$ cat config.mk
export PLATFORM = sky130hd
export DESIGN_NAME = ssp_slave
export DESIGN_NICKNAME = d
export VERILOG_FILES = /design/src/logic/ssp_pkg.sv /design/src/logic/ssp_fifo.sv /design/src/logic/ssp_slave.sv
export SDC_FILE = /design/constraint.sdc
export NUM_CORES = 1
export LEC_CHECK = 0
export ABC_AREA = 1
export BUFFER_PORTS_ARGS = -buffer_cell sky130_fd_sc_hd__buf_2
export CORE_MARGIN = 3
export CORE_UTILIZATION = 49
export DETAILED_ROUTE_END_ITERATION = 10
export HOLD_SLACK_MARGIN = 0.08
export PLACE_DENSITY = 0.66
export SETUP_SLACK_MARGIN = 0.02
export SYNTH_ARGS = -nofsm -noshare
export SYNTH_HDL_FRONTEND = slang
export SYNTH_SLANG_ARGS = --single-unit
$ cat constraint.sdc
create_clock -name ref_clk_i -period 5.8 [get_ports ref_clk_i]
set_input_delay 0.87 -clock ref_clk_i [delete_from_list [all_inputs] [get_ports ref_clk_i]]
set_output_delay 0.87 -clock ref_clk_i [all_outputs]
set_load 0.01 [all_outputs]
$ cat src/logic/ssp_pkg.sv
/*
 * Constants and carrier types for the serial slave port.
 * Assumes one 50 MHz system clock and a synchronous active-high reset.
 */
// Overview of operation
// Enabled non-master port acts as slave
// Eight counted edges set flag, fill buffer
// Data port read returns receive buffer
// Slave never starts a transfer itself
// Written bytes pass through transmit buffer
// Empty shifter loads transmit buffer immediately
// Busy shifter loads after final edge
// Mode bits 0,1 select four-wire default
// Four-wire mode uses select pin input
// Select low enables, high disables slave
// Select falling edge clears bit counter
// Master lowers select two clocks early
// Mode bits 0,0 ignore select pin
// Three-wire bus holds only this slave
// Three-wire counter cleared by enable toggle
// Clock and select synchronised before edges
package ssp_pkg;

	localparam int SSP_BITS = 8;
	localparam int SSP_FIFO_DEPTH = 16;
	localparam int SSP_CLK_HZ = 50_000_000;
	localparam int SSP_SETUP_CLKS = 2;
	localparam logic [1:0] SSP_MODE_4W = 2'h1;
	localparam logic [1:0] SSP_MODE_3W = 2'h0;
	localparam logic [7:0] SSP_BYTE_RST = 8'h00;
	localparam logic [3:0] SSP_CNT_RST = 4'h0;
	localparam int SSP_SYNC_STAGES = 2;

	typedef struct packed {
		logic sck;
		logic mosi;
		logic sel_n;
	} ssp_pins_t;

	typedef struct packed {
		logic [SSP_SYNC_STAGES-1:0] sck_s;
		logic [SSP_SYNC_STAGES-1:0] mosi_s;
		logic [SSP_SYNC_STAGES-1:0] sel_s;
		logic sck_d;
		logic sel_d;
		logic en_d;
		logic [3:0] bit_cnt;
		logic [7:0] shift_in;
		logic [7:0] shift_out;
		logic sh_full;
		logic [7:0] tx_buf;
		logic tx_full;
		logic [7:0] rx_buf;
		logic done;
		logic miso;
	} ssp_state_t;

endpackage : ssp_pkg

$ cat src/logic/ssp_fifo.sv
/*
 * Small synchronous FIFO with valid/ready on both sides.
 * Assumes one clock; read data is read straight from the array, not from an output register.
 */
`timescale 1ns/1ps
module ssp_fifo #(
	parameter int WIDTH = 8,
	parameter int DEPTH = 16
) (
	input wire logic ref_clk_i,
	input wire logic rst_i,
	input wire logic [WIDTH-1:0] in_data_i,
	input wire logic in_valid_i,
	output logic in_ready_o,
	output logic [WIDTH-1:0] out_data_o,
	output logic out_valid_o,
	input wire logic out_ready_i
);
	localparam int AW = $clog2(DEPTH);
	logic [WIDTH-1:0] mem_r [DEPTH];
	logic [AW-1:0] wp_r;
	logic [AW-1:0] rp_r;
	logic [AW:0] cnt_r;
	logic push;
	logic pop;

	assign in_ready_o = (cnt_r != (AW+1)'(DEPTH));
	assign out_valid_o = (cnt_r != '0);
	assign push = in_valid_i && in_ready_o;
	assign pop = out_valid_o && out_ready_i;
	assign out_data_o = mem_r[rp_r];

	always_ff @(posedge ref_clk_i) begin
		if (rst_i) begin
			wp_r <= '0;
			rp_r <= '0;
			cnt_r <= '0;
		end else begin
			if (push) begin
				mem_r[wp_r] <= in_data_i;
				wp_r <= wp_r + 1'b1;
			end
			if (pop)
				rp_r <= rp_r + 1'b1;
			cnt_r <= cnt_r + (AW+1)'(push) - (AW+1)'(pop);
		end
	end
endmodule : ssp_fifo

$ cat src/logic/ssp_slave.sv
/*
 * Slave side of a synchronous serial port, mode 0 timing (sample on rising,
 * shift on falling). Assumes the external master owns the serial clock.
 */
`timescale 1ns/1ps
module ssp_slave
	import ssp_pkg::*;
#(
	parameter int DEPTH = SSP_FIFO_DEPTH
) (
	input wire logic ref_clk_i,
	input wire logic rst_i,
	input wire logic port_enable_bit_i,
	input wire logic master_mode_i,
	input wire logic select_mode_high_bit_i,
	input wire logic select_mode_low_bit_i,
	input wire logic sck_i,
	input wire logic mosi_i,
	input wire logic slave_select_n_i,
	output logic miso_o,
	output logic miso_oe_n_o,
	input wire logic [7:0] wr_data_i,
	input wire logic wr_valid_i,
	output logic wr_ready_o,
	output logic [7:0] shift_data_port_o,
	output logic transfer_done_flag_o,
	input wire logic done_clr_i,
	output logic [7:0] rx_data_o,
	output logic rx_valid_o,
	input wire logic rx_ready_i
);
	ssp_state_t st_r;
	ssp_state_t st_nxt;
	ssp_pins_t pin;
	logic slave_on;
	logic four_w;
	logic sel_act;
	logic sck_rise;
	logic sck_fall;
	logic sel_fall;
	logic byte_end;
	logic fifo_ready;
	logic [7:0] fifo_data;
	logic fifo_pop;

	// Head of the FIFO moves on whenever the transmit buffer frees up
	assign fifo_pop = fifo_ready && (!st_r.tx_full || (!st_r.sh_full || byte_end));
	assign four_w = !select_mode_high_bit_i && (select_mode_low_bit_i == SSP_MODE_4W[0]);
	assign slave_on = port_enable_bit_i && !master_mode_i;
	assign pin.sck = st_r.sck_s[SSP_SYNC_STAGES-1];
	assign pin.mosi = st_r.mosi_s[SSP_SYNC_STAGES-1];
	assign pin.sel_n = st_r.sel_s[SSP_SYNC_STAGES-1];
	// Select counts only in four-wire mode; three-wire ignores the pin
	assign sel_act = four_w ? !pin.sel_n : 1'b1;
	assign sck_rise = pin.sck && !st_r.sck_d;
	assign sck_fall = !pin.sck && st_r.sck_d;
	assign sel_fall = four_w && !pin.sel_n && st_r.sel_d;
	assign byte_end = slave_on && sel_act && sck_rise &&
		st_r.bit_cnt == 4'(SSP_BITS - 1);

	////////////////////////////////////////////////////////////////////////
	always_comb begin
		st_nxt = st_r;
		st_nxt.sck_s = {st_r.sck_s[0], sck_i};
		st_nxt.mosi_s = {st_r.mosi_s[0], mosi_i};
		st_nxt.sel_s = {st_r.sel_s[0], slave_select_n_i};
		st_nxt.sck_d = pin.sck;
		st_nxt.sel_d = pin.sel_n;
		st_nxt.en_d = port_enable_bit_i;
		if (!slave_on) begin
			// Disable clears count; re-enable starts fresh
			st_nxt.bit_cnt = SSP_CNT_RST;
		end else if (sel_fall) begin
			st_nxt.bit_cnt = SSP_CNT_RST;
		end else if (sel_act && sck_rise) begin
			// Only the master's clock advances a transfer
			st_nxt.shift_in = {st_r.shift_in[6:0], pin.mosi};
			st_nxt.bit_cnt = byte_end ? SSP_CNT_RST : st_r.bit_cnt + 4'h1;
		end else if (sel_act && sck_fall && st_r.bit_cnt != SSP_CNT_RST) begin
			st_nxt.shift_out = {st_r.shift_out[6:0], 1'b0};
		end
		if (byte_end) begin
			st_nxt.rx_buf = {st_r.shift_in[6:0], pin.mosi};
			st_nxt.done = 1'b1;
			st_nxt.sh_full = 1'b0;
		end else if (done_clr_i) begin
			st_nxt.done = 1'b0;
		end
		// Transmit buffer fills from the FIFO head
		if (!st_r.tx_full && fifo_ready)
			st_nxt.tx_full = 1'b1;
		if (st_r.tx_full && (!st_r.sh_full || byte_end)) begin
			// Empty shifter loads at once, busy one after last edge
			st_nxt.shift_out = st_r.tx_buf;
			st_nxt.sh_full = 1'b1;
			st_nxt.tx_full = !st_r.tx_full ? 1'b0 : fifo_ready;
		end
		if (fifo_pop)
			st_nxt.tx_buf = fifo_data;
		st_nxt.miso = st_nxt.shift_out[7];
	end

	always_ff @(posedge ref_clk_i) begin
		if (rst_i) begin
			st_r <= '0;
			st_r.sck_s <= '0;
			st_r.sel_s <= '1;
			st_r.sel_d <= 1'b1;
			st_r.rx_buf <= SSP_BYTE_RST;
			st_r.shift_out <= SSP_BYTE_RST;
		end else begin
			st_r <= st_nxt;
		end
	end

	ssp_fifo #(
		.WIDTH(8),
		.DEPTH(DEPTH)
	) u_fifo (
		.ref_clk_i(ref_clk_i),
		.rst_i(rst_i),
		.in_data_i(wr_data_i),
		.in_valid_i(wr_valid_i),
		.in_ready_o(wr_ready_o),
		.out_data_o(fifo_data),
		.out_valid_o(fifo_ready),
		.out_ready_i(fifo_pop)
	);

	assign shift_data_port_o = st_r.rx_buf;
	assign transfer_done_flag_o = st_r.done;
	assign rx_data_o = st_r.rx_buf;
	assign rx_valid_o = st_r.done;
	assign miso_o = st_r.miso;
	assign miso_oe_n_o = !(slave_on && sel_act);

	////////////////////////////////////////////////////////////////////////
	property p_done_on_byte;
		@(posedge ref_clk_i) disable iff (rst_i) byte_end |=> transfer_done_flag_o;
	endproperty
	a_done_on_byte: assert property (p_done_on_byte) else $error("flag not set");
	property p_rx_from_shift;
		@(posedge ref_clk_i) disable iff (rst_i)
		byte_end |=> rx_data_o == $past({st_r.shift_in[6:0], pin.mosi});
	endproperty
	a_rx_from_shift: assert property (p_rx_from_shift) else $error("rx buffer wrong");
	property p_read_buf;
		@(posedge ref_clk_i) disable iff (rst_i) shift_data_port_o == st_r.rx_buf;
	endproperty
	a_read_buf: assert property (p_read_buf) else $error("read not buffer");
	property p_no_self_start;
		@(posedge ref_clk_i) disable iff (rst_i)
		!sck_rise && !sel_fall && slave_on |=> st_r.bit_cnt == $past(st_r.bit_cnt);
	endproperty
	a_no_self_start: assert property (p_no_self_start) else $error("self start");
	property p_sel_clear;
		@(posedge ref_clk_i) disable iff (rst_i) sel_fall |=> st_r.bit_cnt == SSP_CNT_RST;
	endproperty
	a_sel_clear: assert property (p_sel_clear) else $error("count not cleared");
	property p_dis_clear;
		@(posedge ref_clk_i) disable iff (rst_i) !slave_on |=> st_r.bit_cnt == SSP_CNT_RST;
	endproperty
	a_dis_clear: assert property (p_dis_clear) else $error("disable no clear");
	property p_idle_4w;
		@(posedge ref_clk_i) disable iff (rst_i)
		four_w && pin.sel_n && slave_on |=> $stable(st_r.bit_cnt);
	endproperty
	a_idle_4w: assert property (p_idle_4w) else $error("active while deselected");
	property p_load_empty;
		@(posedge ref_clk_i) disable iff (rst_i)
		st_r.tx_full && !st_r.sh_full |=> st_r.sh_full;
	endproperty
	a_load_empty: assert property (p_load_empty) else $error("no immediate load");
	c_byte: cover property (@(posedge ref_clk_i) byte_end);
	c_sel: cover property (@(posedge ref_clk_i) sel_fall);
	c_reload: cover property (@(posedge ref_clk_i) byte_end && st_r.tx_full);
	c_three_wire: cover property (@(posedge ref_clk_i) !four_w && byte_end);
	c_fill: cover property (@(posedge ref_clk_i) !wr_ready_o);

	////////////////////////////////////////////////////////////////////////
	// Pin handling and output enable
	property p_master_off;
		@(posedge ref_clk_i) disable iff (rst_i)
		!slave_on
		|-> miso_oe_n_o;
	endproperty
	a_master_off: assert property (p_master_off) else $error("drives while off");
	property p_drive_on;
		@(posedge ref_clk_i) disable iff (rst_i)
		slave_on && sel_act
		|-> !miso_oe_n_o;
	endproperty
	a_drive_on: assert property (p_drive_on) else $error("miso not driven");
	property p_miso_msb;
		@(posedge ref_clk_i) disable iff (rst_i)
		slave_on
		|-> miso_o == st_r.shift_out[7];
	endproperty
	a_miso_msb: assert property (p_miso_msb) else $error("miso not msb");
	property p_sync_sck;
		@(posedge ref_clk_i) disable iff (rst_i)
		slave_on
		|-> pin.sck == $past(sck_i, 2);
	endproperty
	a_sync_sck: assert property (p_sync_sck) else $error("sck not two stages");
	property p_sync_sel;
		@(posedge ref_clk_i) disable iff (rst_i)
		slave_on
		|-> pin.sel_n == $past(slave_select_n_i, 2);
	endproperty
	a_sync_sel: assert property (p_sync_sel) else $error("select not two stages");
	property p_mode_4w;
		@(posedge ref_clk_i) disable iff (rst_i)
		!select_mode_high_bit_i && select_mode_low_bit_i
		|-> four_w;
	endproperty
	a_mode_4w: assert property (p_mode_4w) else $error("four-wire not chosen");
	property p_3w_no_sel;
		@(posedge ref_clk_i) disable iff (rst_i)
		!four_w
		|-> !sel_fall;
	endproperty
	a_3w_no_sel: assert property (p_3w_no_sel) else $error("select used in 3-wire");

	////////////////////////////////////////////////////////////////////////
	// Bit counting and receive side
	property p_count_step;
		@(posedge ref_clk_i) disable iff (rst_i)
		slave_on && sel_act && sck_rise && !sel_fall && !byte_end
		|=> st_r.bit_cnt == $past(st_r.bit_cnt) + 4'h1;
	endproperty
	a_count_step: assert property (p_count_step) else $error("count not stepped");
	property p_3w_step;
		@(posedge ref_clk_i) disable iff (rst_i)
		!four_w && slave_on && sck_rise && !byte_end
		|=> st_r.bit_cnt == $past(st_r.bit_cnt) + 4'h1;
	endproperty
	a_3w_step: assert property (p_3w_step) else $error("3-wire count stuck");
	property p_count_range;
		@(posedge ref_clk_i) disable iff (rst_i)
		slave_on
		|-> st_r.bit_cnt < 4'(SSP_BITS);
	endproperty
	a_count_range: assert property (p_count_range) else $error("count out of range");
	property p_byte_wrap;
		@(posedge ref_clk_i) disable iff (rst_i)
		byte_end
		|=> st_r.bit_cnt == SSP_CNT_RST;
	endproperty
	a_byte_wrap: assert property (p_byte_wrap) else $error("count not wrapped");
	property p_done_hold;
		@(posedge ref_clk_i) disable iff (rst_i)
		transfer_done_flag_o && !done_clr_i
		|=> transfer_done_flag_o;
	endproperty
	a_done_hold: assert property (p_done_hold) else $error("flag dropped");
	property p_done_clear;
		@(posedge ref_clk_i) disable iff (rst_i)
		done_clr_i && !byte_end
		|=> !transfer_done_flag_o;
	endproperty
	a_done_clear: assert property (p_done_clear) else $error("flag not cleared");
	property p_done_quiet;
		@(posedge ref_clk_i) disable iff (rst_i)
		!transfer_done_flag_o && !byte_end
		|=> !transfer_done_flag_o;
	endproperty
	a_done_quiet: assert property (p_done_quiet) else $error("flag set unprompted");
	property p_rx_hold;
		@(posedge ref_clk_i) disable iff (rst_i)
		!byte_end
		|=> $stable(rx_data_o);
	endproperty
	a_rx_hold: assert property (p_rx_hold) else $error("rx buffer moved");
	property p_rx_port;
		@(posedge ref_clk_i) disable iff (rst_i)
		slave_on
		|-> shift_data_port_o == rx_data_o;
	endproperty
	a_rx_port: assert property (p_rx_port) else $error("port not rx buffer");

	////////////////////////////////////////////////////////////////////////
	// Transmit buffering
	property p_reload_busy;
		@(posedge ref_clk_i) disable iff (rst_i)
		byte_end && st_r.tx_full
		|=> st_r.sh_full && st_r.shift_out == $past(st_r.tx_buf);
	endproperty
	a_reload_busy: assert property (p_reload_busy) else $error("no reload at end");
	property p_busy_wait;
		@(posedge ref_clk_i) disable iff (rst_i)
		st_r.sh_full && st_r.tx_full && !byte_end
		|=> st_r.tx_full && $stable(st_r.tx_buf);
	endproperty
	a_busy_wait: assert property (p_busy_wait) else $error("early reload");
	property p_tx_pop;
		@(posedge ref_clk_i) disable iff (rst_i)
		fifo_pop
		|=> st_r.tx_full;
	endproperty
	a_tx_pop: assert property (p_tx_pop) else $error("tx buffer not filled");
	property p_tx_data;
		@(posedge ref_clk_i) disable iff (rst_i)
		fifo_pop
		|=> st_r.tx_buf == $past(fifo_data);
	endproperty
	a_tx_data: assert property (p_tx_data) else $error("tx buffer data wrong");
	property p_shift_fall;
		@(posedge ref_clk_i) disable iff (rst_i)
		slave_on && sel_act && sck_fall && !sel_fall && st_r.bit_cnt != SSP_CNT_RST &&
			!(st_r.tx_full && !st_r.sh_full)
		|=> st_r.shift_out == {$past(st_r.shift_out[6:0]), 1'b0};
	endproperty
	a_shift_fall: assert property (p_shift_fall) else $error("no shift on fall");
endmodule : ssp_slave

Yosys cells after proc, flatten, opt, wreduce, memory -nomap -nowiden
Memory sizes are Yosys's and may differ from the RTL's. A register that Yosys moved wholly into a read port is not among the register bits.
Index checks and enable logic that the tools add are counted.
{"block": "word_totals", "register_bits": 52, "ramBits": 128, "inputBits": 20, "output_inout_bits": 21, "wordCells": 81, "mem_count": 1}
{"block": "classes", "n_addsub": 5, "n_eq_ne": 4, "muxes": 16, "n_bitwise": 2, "n_reduce_logical": 37}
{"name": "u_fifo.mem_r", "words": 16, "width": 8, "read_ports": 1, "rd_clocked_by_memory_dff": 1, "write_ports": 1, "line_no": "ssp_fifo.sv:20", "text": "logic [WIDTH-1:0] mem_r [DEPTH];"}
{"operator": "8-bit 2-to-1 mux", "count": 4}
{"operator": "1-bit logical AND", "count": 17}
{"operator": "4-bit by 1-bit adder with 4-bit output, second input constant", "count": 3}
{"operator": "1-bit 2-to-1 mux", "count": 10}
{"operator": "2-bit nonzero test", "count": 5}
{"operator": "9-bit 2-to-1 mux", "count": 1}
{"operator": "1-bit logical NOT", "count": 8}
{"operator": "5-bit by 1-bit adder with 5-bit output", "count": 1}
{"operator": "5-bit != test, second input constant", "count": 1}
{"operator": "5-bit nonzero test", "count": 1}
{"operator": "5-bit by 1-bit subtractor with 5-bit output", "count": 1}
{"operator": "4-bit by 3-bit equality test with 1-bit output, second input constant", "count": 1}
{"operator": "4-bit 2-to-1 mux", "count": 1}
{"operator": "2-bit by 1-bit != test with 1-bit output, second input constant", "count": 2}
{"operator": "4-bit AND reduction", "count": 1}
{"operator": "4-bit nonzero test", "count": 1}
{"operator": "3-bit AND reduction", "count": 1}
{"operator": "3-bit OR reduction", "count": 1}
{"operator": "1-bit logical OR", "count": 2}
{"operator": "1-bit NOT", "count": 2}

Logic depth before layout (Yosys ltp)
{"block": "depth", "depth_word": 11, "mapped_depth": 16, "depth_no_buf": 16}

Modules after synthesis
Synthesis repeated with hierarchy kept, for this count alone.
{"block": "hier_totals", "cells_unflattened": 921, "area_unflattened_um2": 8574.5}
{"module": "ssp_fifo", "instances": 1, "cells_each": 653, "area_each_um2": 6483.7, "seq_area_each_um2": 4184.0}
{"module": "ssp_slave", "instances": 1, "cells_each": 268, "area_each_um2": 2090.8, "seq_area_each_um2": 920.9}

Worst setup path before layout
Ideal clock, no wire load.
{"block": "synth_timing", "path_kind": "in2reg", "from": "in select_mode_high_bit_i", "to": "reg u_fifo.cnt_r[4]", "setup_ns": 0.070, "arrival_ns": 2.843, "required_time_ns": 5.730, "slack_ns": 2.888, "stages": 16, "path_buffers": 0, "path_cell_list": "inv_2 nand3_2 nand2_1 inv_2 nand2_4 nand3_2 nand2_2 inv_1 ha_1 inv_1 ha_1 inv_1 fa_1 o31ai_1 o21ai_0 a21oi_1"}
{"block": "synth_via", "elab_chain_cells": 11}
{"item": "start: declaration", "line_no": "ssp_slave.sv:15", "text": "input wire logic select_mode_high_bit_i,"}
{"item": "1-bit logical NOT", "line_no": "ssp_slave.sv:48", "text": "assign four_w = !select_mode_high_bit_i && (select_mode_low_bit_i == SSP_MODE_4W[0]);"}
{"item": "1-bit logical AND", "line_no": "ssp_slave.sv:48"}
{"item": "1-bit 2-to-1 mux", "line_no": "ssp_slave.sv:54", "text": "assign sel_act = four_w ? !pin.sel_n : 1'b1;"}
{"item": "1-bit logical AND (3 in series)", "line_no": "ssp_slave.sv:58", "text": "assign byte_end = slave_on && sel_act && sck_rise &&"}
{"item": "1-bit logical OR (2 in series)", "line_no": "ssp_slave.sv:47", "text": "assign fifo_pop = fifo_ready && (!st_r.tx_full || (!st_r.sh_full || byte_end));"}
{"item": "1-bit logical AND", "line_no": "ssp_slave.sv:47"}
{"item": "named net fifo_pop", "line_no": "ssp_slave.sv:44", "text": "logic fifo_pop;"}
{"item": "1-bit logical AND", "line_no": "ssp_fifo.sv:30", "text": "assign pop = out_valid_o && out_ready_i;"}
{"item": "5-bit by 1-bit subtractor with 5-bit output", "line_no": "ssp_fifo.sv:45", "text": "cnt_r <= cnt_r + (AW+1)'(push) - (AW+1)'(pop);"}
{"item": "end signal: assignment", "line_no": "ssp_fifo.sv:45"}
{"item": "end: declaration", "line_no": "ssp_fifo.sv:23", "text": "logic [AW:0] cnt_r;"}
The timed path passes the listed nets, and every way through them passes these cells.
A chain may end at the register's enable or synchronous reset.

Worst setup path in the final report
Ends and elaborated chain as after synthesis.

==> metrics.md <==
| Metric | Value |
|---|---|
| Status | complete, no violations |
| Final net count | 841 |
| Critical path class | in2reg |
| CTS Root Cell | clkbuf_16 |
| CTS resizes | 0 |
| Gr usage total | 19.0% |
| Mapped Avg Cell Area | 9.88 um2 |
| Vias in the first global route | 5229 |
| Slew HR | 24.1% |
| Setup crit start kind | primary input |
| Wirelength, routed | 16.4 mm |
| Tcrit/Tclk final | 56.5% |
| Met2 WL | 8.19 mm |
| Starting density of the core | 51.1% |
| Reg-to-reg slack, setup | 2.58 ns |
| # port buffers | 39 |
| Worst-path maximum fanout | 22 |
| Max Cap Viol | 0 |
| Worst clock skew | 0.00471 ns |
| Hold WS | 0.404 ns |
| PD cells | 435 nW/um2 |
| Pin count of the biggest net entering global routing | 69 |
| FILL cells | 1345 |
| Die width | 133 um |
| Clock Path Buffers | 2 |
| First-pass GRT wire length | 26.5 mm |
| TritonCTS Buffers | 17 |
| Crit path to | u_fifo.cnt_r[4] |
| Core area | 15500 um2 |
| Post-Syn Instances | 801 |
| Fmax | 305 MHz |
| RSZ-0062 raised after global routing | no |
| Yosys cell types | 28 |
| Area of the multi-input gates | 2320 um2 |
| Count of final setup violators | 0 |
| Final HPWL DP | 10.1 mm |
| Hold Vio Cnt, Final | 0 |
| Vias | 5394 |
| Initial antenna violation count | 0 |
| Wire length per cell | 15.9 um |
| Hold wc startpoint | st_nxt[46] |
| Synth warn | 0 |
| Setup bufs post-CTS | 0 |
| Number of DRC markers in iteration 0 | 456 |
| CTS tree | done |
| Die H | 133 um |
| Final GP Congestion | 0.808 |
| Sequential area share after synthesis | 63.5% |
| Post-Syn Nets | 835 |
| Antenna diodes | 0 |
| Die area | 17700 um2 |
| First-pass detailed-route iteration total | 4 |
| Crit path required time | 6.16 ns |
| Worst Hold Class | reg2reg |
| Post-DR vias/cell | 5.23 |
| Critical path origin | select_mode_high_bit_i |
| Clock transition at path regs | 0.07 ns |
| Commonest non-fill, non-tap cells in the layout | 225 x nor2_1, 128 x edfxtp_1, 68 x nand3_1 |
| Fin. max-slew vios | 0 |
| Slew @ Worst Pin | 1.14 ns |
| Met3 wire len | 798 um |
| Fin crit period | 3.28 ns |
| FF-to-FF Start | st_r[36] |
| Synth Register Bits | 187 |
| I/O pin cnt | 41 |
| Setup_tns | 0 ns |
| Total grt overflow | 0 |
| Crit path capture type | flip-flop |
| Area grow syn2layout | 9.53% |
| Drc violations | 0 |
| Share of layout cells above drive strength 1 | 10.6% |
| Row Count | 45 |
| ANT nets after route | 0 |
| Most common cell after layout, fill and taps aside | nor2_1 |
| Mapped Area | 7920 um2 |
| Register area | 5030 um2 |
| Hold Buf Count CTS | 0 |
| Final cell count without fillers | 1031 |
| Met1 WL | 7.13 mm |
| Max VDD drop | 0.227 mV |
| Top layer in use | met4 |
| Reg2reg end | u_fifo.cnt_r[4] |
| Leakage | 3.29 nW |
| Clk_lat worst skew | 0.43 ns |
| H-tree depth | 4 |
| # placed instances | 999 |
| Crit path DAT | 3.63 ns |
| Total clock sinks | 187 |
| FF-to-FF path depth | 15 |
==> critical path, cell delays in order <==
cell and delay, ns:
buf_2 0.10, inv_2 0.05, nand3_2 0.07, nand2_1 0.10, inv_2 0.05, nand2_4 0.14
nand3_2 0.10, nand2_2 0.32, inv_1 0.19, ha_1 0.32, inv_1 0.05, ha_1 0.16
inv_1 0.06, fa_1 0.41, o31ai_1 0.35, o21ai_0 0.14, a21oi_1 0.16
==> where the power goes <==
group	switching (mW)	internal, mW
sequential	0.0585	1.51
clock	0.492	0.721
combinational	0.685	0.305
==> routing by layer <==
layer | vias to the layer above | global-route usage (%)
li1 | 2654 | -
met1 | 2581 | 24.3
met2 | 139 | 32.7
met3 | 20 | 3.29
met4 | 0 | 7.20
met5 | - | 0
==> registers in the layout, summed over array words and instances, names as in the netlist <==
register and cells:
u_fifo.wp_r 4, u_fifo.mem_r 128, rx_data_o 8, u_fifo.rp_r 4, st_nxt 3, pin 3
rx_valid_o 1, u_fifo.cnt_r 5, st_r 31
==> cells by family (layout without fill, tap and decap cells) <==
kind of cell	Yosys count	in the layout	synth area share (%)
compound gates	112	112	7.22
fa+ha+maj	14	14	2.31
simple gates	369	369	19.3
flops	187	187	63.5
buf+inv	114	133	7.16
xor+xnor	5	5	0.553
==> worst min path at each step <==
stage	end	cells past startpoint
after global routing	pin[0]	1
final	pin[1]	2
after CTS	pin[1]	2
after global placement	pin[1]	2
after floorplan	pin[1]	2
after detailed placement	pin[1]	2
==> area by class of cell <==
class,count,area share (%)
Tap cell,211,3.04
Clock inverter,15,2.25
Timing Repair Buffer,41,2.42
Inverter,60,2.60
Clock buffer,17,4.91
Sequential cell,187,58.0
Multi-Input combinational cell,500,26.8
==> through the flow <==
stage	worst slack (ns)	instance area, um2	power, mW	util, %
after floorplan	2.89	7920	2.37	-
after global routing	2.24	8670	4.01	56.0
after CTS	2.51	8670	3.80	56.0
after global placement	2.26	8050	2.55	52.0
final	2.52	8670	3.77	56.0
after detailed placement	2.06	8050	2.58	52.0
==> Yosys cell counts (all sizes together) <==
| library cell | instances | area [um2] |
|---|---|---|
| a21oi | 18 | 90.1 |
| a31oi | 1 | 6.26 |
| buf | 44 | 304 |
| clkbuf | 10 | 37.5 |
| clkinv | 2 | 7.51 |
| dfxtp | 59 | 1180 |
| edfxtp | 128 | 3840 |
| fa | 1 | 20.0 |
| ha | 13 | 163 |
| inv | 58 | 218 |
| nand2 | 66 | 273 |
| nand3 | 70 | 360 |
| nand4 | 3 | 18.8 |
| nor2 | 227 | 857 |
| nor3 | 1 | 5.00 |
| o21ai | 92 | 468 |
| o31ai | 1 | 7.51 |
| or2 | 2 | 12.5 |
| xor2 | 5 | 43.8 |
No activity file was read; power rests on OpenSTA's default activity.
